[config.mk]
export PLATFORM = sky130hd
export DESIGN_NAME = hbp_host_port
export DESIGN_NICKNAME = d
export VERILOG_FILES = /design/src/hdl/hbp_pkg.sv /design/src/hdl/hbp_host_port.sv
export SDC_FILE = /design/constraint.sdc
export NUM_CORES = 1
export LEC_CHECK = 0
export BUFFER_PORTS_ARGS = -buffer_cell sky130_fd_sc_hd__buf_2
export CAP_MARGIN = 0
export CORE_ASPECT_RATIO = 0.8
export CORE_MARGIN = 10
export CORE_UTILIZATION = 41
export CTS_BUF_LIST = sky130_fd_sc_hd__clkbuf_16
export DETAILED_ROUTE_END_ITERATION = 7
export GPL_ROUTABILITY_DRIVEN = 0
export MAX_ROUTING_LAYER = met4
export SLEW_MARGIN = 30
export SYNTH_ARGS = -nofsm -noshare
export SYNTH_HDL_FRONTEND = slang
export SYNTH_SLANG_ARGS = --single-unit
[constraint.sdc]
create_clock -name i_clk_sys -period 2.5 [get_ports i_clk_sys]
set_clock_uncertainty 0.05 [all_clocks]
set_input_delay 0.5 -clock i_clk_sys [delete_from_list [all_inputs] [get_ports i_clk_sys]]
set_output_delay 0.5 -clock i_clk_sys [all_outputs]
set_load 0.02 [all_outputs]
[src/hdl/hbp_pkg.sv]
// Shared constants and types for the host bus pin control block
package hbp_pkg;
   // Register word addresses (byte offsets on the register port)
   localparam logic [7:0] REG_CTRL = 8'h00;
   localparam logic [7:0] REG_BASE = 8'h04;
   localparam logic [7:0] REG_STAT = 8'h08;
   localparam logic [7:0] REG_EEDATA = 8'h0c;
   // Field positions
   localparam int CTRL_LATCH_BIT = 0;
   localparam int STAT_EE_BIT = 0;
   localparam int STAT_WIDTH_LSB = 1;
   localparam int STAT_SLEEP_BIT = 3;
   localparam int STAT_QUAL_BIT = 4;
   // Reset values
   localparam logic CTRL_LATCH_RST = 1'b0;
   localparam logic [11:0] BASE_RST = 12'h030;
   localparam logic [15:0] EEDATA_RST = 16'h0000;
   // Reset hold demanded of the system, and its figure in clock cycles
   localparam int RESET_HOLD_MS = 10;
   localparam int CLK_HZ = 25_000_000;
   localparam int RESET_HOLD_CYC = RESET_HOLD_MS * (CLK_HZ / 1000);

   typedef enum logic [1:0] {HBP_W8, HBP_W16, HBP_W32} hbp_width_t;

   typedef struct packed {
      logic wr;
      logic rd;
      logic [15:1] addr;
   } hbp_acc_t;
endpackage

[src/hdl/hbp_host_port.sv]
// Host bus pin decode: qualification, latching, strobes, straps, sleep
module hbp_host_port #(
   parameter bit IS_32BIT = 1'b0
) (
   input wire logic i_clk_sys,
   input wire logic i_hw_reset_n,
   input wire logic [15:1] i_addr,
   input wire logic i_addr_qualifier_n,
   input wire logic i_addr_latch_strobe_n,
   input wire logic i_write_strobe_n,
   input wire logic i_read_strobe_n,
   input wire logic i_sync_req,
   input wire logic i_sync_dir,
   input wire logic i_chip_sleep_n,
   input wire logic i_eeprom_present_strap,
   input wire logic i_eeprom_serial_in,
   input wire logic i_ee_shift,
   input wire logic [7:0] i_reg_addr,
   input wire logic [15:0] i_reg_wdata,
   input wire logic i_reg_wr,
   input wire logic i_reg_rd,
   output logic [15:0] o_reg_rdata,
   output logic o_local_select_n,
   output hbp_pkg::hbp_acc_t o_acc,
   output hbp_pkg::hbp_width_t o_bus_width,
   output logic o_eeprom_used,
   output logic o_sleep
);
   logic latch_en;
   logic [11:0] base;
   logic [15:0] ee_data;
   logic straps_taken;
   logic ee_strap;
   hbp_pkg::hbp_width_t width;
   logic [15:1] lat_addr;
   logic lat_qual_n;
   logic ads_prev;
   logic wr_prev;
   logic rd_prev;
   hbp_pkg::hbp_acc_t acc;
   logic [15:0] rdata;

   // Address path: latched copy or live pins
   wire [15:1] dec_addr = latch_en ? lat_addr : i_addr;
   wire dec_qual_n = latch_en ? lat_qual_n : i_addr_qualifier_n;
   wire hit = !dec_qual_n && (dec_addr[15:4] == base);
   wire ads_rise = !ads_prev && i_addr_latch_strobe_n;
   // Falling edge of the write or read strobe opens one access window
   wire wr_open = wr_prev && !i_write_strobe_n;
   wire rd_open = rd_prev && !i_read_strobe_n;
   wire sleeping = !i_chip_sleep_n;
   wire go = hit && !sleeping;
   wire next_wr = go && (wr_open || (i_sync_req && i_sync_dir));
   wire next_rd = go && (rd_open || (i_sync_req && !i_sync_dir));

   assign o_local_select_n = !hit;
   assign o_sleep = sleeping;
   assign o_acc = acc;
   assign o_bus_width = width;
   assign o_eeprom_used = ee_strap;
   assign o_reg_rdata = rdata;

   // Register port decode
   wire wr_ctrl = i_reg_wr && (i_reg_addr == hbp_pkg::REG_CTRL);
   wire wr_base = i_reg_wr && (i_reg_addr == hbp_pkg::REG_BASE);
   logic [15:0] stat_word;
   always_comb begin
      stat_word = 16'h0000;
      stat_word[hbp_pkg::STAT_EE_BIT] = ee_strap;
      stat_word[hbp_pkg::STAT_WIDTH_LSB +: 2] = width;
      stat_word[hbp_pkg::STAT_SLEEP_BIT] = sleeping;
      stat_word[hbp_pkg::STAT_QUAL_BIT] = dec_qual_n;
   end
   wire [15:0] next_rdata =
      !i_reg_rd ? 16'h0000 :
      (i_reg_addr == hbp_pkg::REG_CTRL) ? {15'h0000, latch_en} :
      (i_reg_addr == hbp_pkg::REG_BASE) ? {base, 4'h0} :
      (i_reg_addr == hbp_pkg::REG_STAT) ? stat_word :
      (i_reg_addr == hbp_pkg::REG_EEDATA) ? ee_data : 16'h0000;

   // Straps are sampled once, the first edge after reset release
   wire hbp_pkg::hbp_width_t strap_width =
      IS_32BIT ? hbp_pkg::HBP_W32 :
      (i_eeprom_serial_in ? hbp_pkg::HBP_W16 : hbp_pkg::HBP_W8);

   always_ff @(posedge i_clk_sys or negedge i_hw_reset_n) begin
      if (!i_hw_reset_n) begin
         straps_taken <= 1'b0;
         ee_strap <= 1'b0;
         width <= hbp_pkg::HBP_W8;
      end else if (!straps_taken) begin
         straps_taken <= 1'b1;
         ee_strap <= i_eeprom_present_strap;
         // With EEPROM fitted the serial line carries data, not a strap
         // The wide part keeps its width even when configuration comes from EEPROM
         width <= (i_eeprom_present_strap && !IS_32BIT) ? hbp_pkg::HBP_W16 : strap_width;
      end
   end

   // Serial configuration shift-in, only when the EEPROM is used
   always_ff @(posedge i_clk_sys or negedge i_hw_reset_n) begin
      if (!i_hw_reset_n) begin
         ee_data <= hbp_pkg::EEDATA_RST;
      end else if (ee_strap && i_ee_shift) begin
         ee_data <= {ee_data[14:0], i_eeprom_serial_in};
      end
   end

   always_ff @(posedge i_clk_sys or negedge i_hw_reset_n) begin
      if (!i_hw_reset_n) begin
         latch_en <= hbp_pkg::CTRL_LATCH_RST;
         base <= hbp_pkg::BASE_RST;
      end else begin
         if (wr_ctrl) begin
            latch_en <= i_reg_wdata[hbp_pkg::CTRL_LATCH_BIT];
         end
         if (wr_base) begin
            base <= i_reg_wdata[15:4];
         end
      end
   end

   always_ff @(posedge i_clk_sys or negedge i_hw_reset_n) begin
      if (!i_hw_reset_n) begin
         lat_addr <= 15'h0000;
         lat_qual_n <= 1'b1;
      end else if (ads_rise) begin
         lat_addr <= i_addr;
         lat_qual_n <= i_addr_qualifier_n;
      end
   end

   // Previous strobe levels start high, so a write or read strobe low at release counts as a falling edge; an address strobe high at release is no rise
   always_ff @(posedge i_clk_sys or negedge i_hw_reset_n) begin
      if (!i_hw_reset_n) begin
         ads_prev <= 1'b1;
         wr_prev <= 1'b1;
         rd_prev <= 1'b1;
         acc <= '0;
         rdata <= 16'h0000;
      end else begin
         ads_prev <= i_addr_latch_strobe_n;
         wr_prev <= i_write_strobe_n;
         rd_prev <= i_read_strobe_n;
         acc.wr <= next_wr;
         acc.rd <= next_rd;
         if (next_wr || next_rd) acc.addr <= dec_addr;
         rdata <= next_rdata;
      end
   end
endmodule

==> results.sh <==
export IMPL_die_area_um2=13000
export IMPL_grt_antenna_before_repair=0
export IMPL_grt_pass1_vias=2636
export IMPL_critical_path_class="reg2out"
export IMPL_fin_crit_ps=2640
export IMPL_grt_max_degree=45
export IMPL_yosysTopAreaCell="dfrtp_1"
export IMPL_setup_viol=1
export IMPL_grt_overflow_total=0
export IMPL_drc=0
export IMPL_ys_seq_area_share_pct=58.2
export IMPL_clk_latency_ps=330
export IMPL_postLayoutCoreUtil_pct=54.3
export IMPL_netlist_top_cells_area="dfrtp_1 54%, mux2_2 17%, mux2i_1 9.4%"
export IMPL_drtAntennaViolNets=0
export IMPL_synthesis_area_um2=3620
export IMPL_pin_count=91
export IMPL_drive_gt1_share_pct=50.5
export IMPL_multi_input_area_um2=1490
export IMPL_timing_max_cap_violations=0
export IMPL_cp_arrival_ps=2090
export IMPL_worstPathCellList="buf_12 > mux2i_4 > xnor2_2 > nor4_4 > nand4_1 > buf_4"
export IMPL_hp_class="in2async"
export IMPL_num_vias=2384
export IMPL_synth_xor_area_share_pct=2.66
export IMPL_fillers=740
export IMPL_dp_worst_setup_slack_ps=26.1
export IMPL_synth_compound_gate_area_share_pct=1.86
export IMPL_vdd_drop_max_uv=299
export IMPL_die_w_um=125
export IMPL_synth_nets=326
export IMPL_slowest_delay_ps=420
export IMPL_synth_top_area_share_pct=53.9
export IMPL_cts_buffer_depth=2
export IMPL_fin_nets=424
export IMPL_grt_total_usage_pct=13.3
export IMPL_violations="setup timing"
export IMPL_synthMuxAreaShare_pct=26.9
export IMPL_final_hold_violation_count=0
export IMPL_fin_crit_sh_pct=106
export IMPL_max_slew_margin_pct=55.1
export IMPL_cts_buffers=9
export IMPL_powerDensity_nw_per_um2=710
export IMPL_register_area_um2=2110
export IMPL_finalWorstSetupSlack_ps=-138
export IMPL_outcome="complete, but fails checks"
export IMPL_avgRoutedWirePerCell_um=16.9
export IMPL_rsz0062_at_grt="true"
export IMPL_cp_max_fo=8
export IMPL_leakage_nw=2.22
export IMPL_yosysWarnings=0
export IMPL_coreArea_um2=8560
export IMPL_area_growth_pct=28.2
export IMPL_synth_top_family_by_area="multiplexers"
export IMPL_critPathLaunchType="flop"
export IMPL_dp_hpwl_um=6010
export IMPL_syn_inst=273
export IMPL_start_util_pct=42.3
export IMPL_root_buffer="clkbuf_16"
export IMPL_grt_pass1_wl_um=13700
export IMPL_ys_ff_latch=84
export IMPL_drt_pass1_iter_count=4
export IMPL_maxClockFrequency_mhz=379
export IMPL_diodes=0
export IMPL_synth_adder_area_share_pct=0
export IMPL_worst_slew_pin_slew_ps=672
export IMPL_yosys_cell_types_count=31
export IMPL_clkTransAtPathRegs_ps=60
export IMPL_chipHeight_um=104
export IMPL_io_buffers=86
export IMPL_wl_um=8270
export IMPL_drtIter0Drc=105
export IMPL_synth_simple_area_share_pct=6.46
export IMPL_cts_sinks=84
export IMPL_cts_tree="done"
export IMPL_crit_required_ps=1950
export IMPL_slew_viol_final=0
export IMPL_critPathSlowestCell="dfrtp_2"
export IMPL_via_per_inst=4.89
export IMPL_worst_setup_path_end_kind="output pin"
export IMPL_synth_avg_cell_area_um2=13.3
export IMPL_htree_levels=3
export IMPL_rows=30
## critical path: cells and delay by family, from the launching register on
kind | cells | cell delay, ps
buffers and inverters | 2 | 390
XOR/XNOR | 1 | 110
multiplexers | 1 | 280
AND/OR/NAND/NOR | 2 | 560
flip-flops | 1 | 420
## cell type report
type / instances / area share (%)
clock buffer: 9 / 4.85
clock inverter: 7 / 0.943
inverter: 14 / 1.13
multi-input combinational: 162 / 32.1
sequential: 84 / 45.4
tap: 112 / 3.02
timing repair buffer: 100 / 12.6
## kinds of logic (layout without fill, tap and decap cells)
family,after synthesis,in the layout
compound gates,10,10
xor+xnor,11,11
buf+inv,27,130
flops,84,84
mux,90,90
other cells,2,2
simple gates,49,49
## sequential cells by signal, summed over array words and instances (netlist names)
name / cells
o_acc: 17
o_reg_rdata: 16
o_bus_width: 1
o_eeprom_used: 1
wr_prev: 1
ads_prev: 1
ee_data: 16
rd_prev: 1
straps_taken: 1
base: 12
lat_qual_n: 1
latch_en: 1
lat_addr: 15
## metal layers
layer	wire [µm]	up-vias	track usage (%)	part of all wire, %
li1	-	1140	-	-
met4	112	0	3.69	1.4
met5	0	-	-	0
met1	4060	1159	17.3	49
met3	416	12	4.23	5.0
met2	3690	73	19.6	45
## timing repair
action,in CTS,in global routing
setup buffers,5,1
resized for setup,11,9
cloned,0,1
pin swaps,3,2
hold buffers,0,0
setup endpoints to repair,10,15
hold endpoints to repair,0,0
## metrics by stage
step           instances  power (mW)  area [µm²]  hold slack (ps)  TNS [ps]
6_report             488        3.30        4640              117      -138
5_1_grt              488        3.48        4640              155     -1880
4_1_cts              486        3.33        4570              137      -185
3_5_place_dp         465        2.10        4190              441         0
3_3_place_gp         465        2.08        4190              432         0
2_1_floorplan        273        1.94        3620              154         0
## path summary, 6_finish.rpt
check / from / to / slack [ps] / cells after the start
worst min-delay path: i_hw_reset_n / lat_addr[1] / 120 / 1
worst max register to register: latch_en / o_acc[9] / 40 / 8
min in group i_clk_sys: i_addr_latch_strobe_n / ads_prev / 230 / 1
worst max-delay path: latch_en / o_local_select_n / -140 / 6
max in group asynchronous: i_hw_reset_n / base[4] / 1600 / 2
worst min register to register: o_bus_width[0] / o_bus_width[0] / 450 / 2
## cell usage in the layout, fill, tap and decap left out, drive strengths merged
master    instances
and4              1
nand3             1
buf              99
nor2             23
inv              16
dfstp             6
a21oi             4
and3              1
mux2i            35
a2111oi           1
nand2b            1
xnor2            11
clkinv            3
mux2             55
dfrtp            78
conb              2
nand2             8
nand4             1
clkinvlp          2
nor4              3
nor3              5
o21ai             2
clkbuf           10
a22oi             2
and4b             1
a211oi            1
nor2b             4
## synth_stat cells
master      n
nand2b_1    1
xnor2_1    11
nor2b_1     4
dfstp_2     6
inv_1      14
nor4_2      1
buf_12      1
buf_1       2
dfrtp_1    78
nor4_1      2
buf_4       2
o21ai_0     2
mux2i_2     1
clkbuf_1    5
nand3_1     1
buf_6       1
and3_1      1
nor2_1     23
nor3_1      5
and4_1      1
a22oi_1     2
nand2_1     8
a211oi_1    1
and4b_1     1
mux2i_1    34
conb_1      2
nand4_1     1
a2111oi_2   1
a21oi_1     4
mux2_2     55
buf_2       2
## report_power, final
part	leakage [nW]	switching (mW)	internal, mW
sequential	1.03	0.126	1.54
combinational	1.07	0.192	0.261
clock	0.128	0.517	0.667
(Power assumes the default switching activity.)
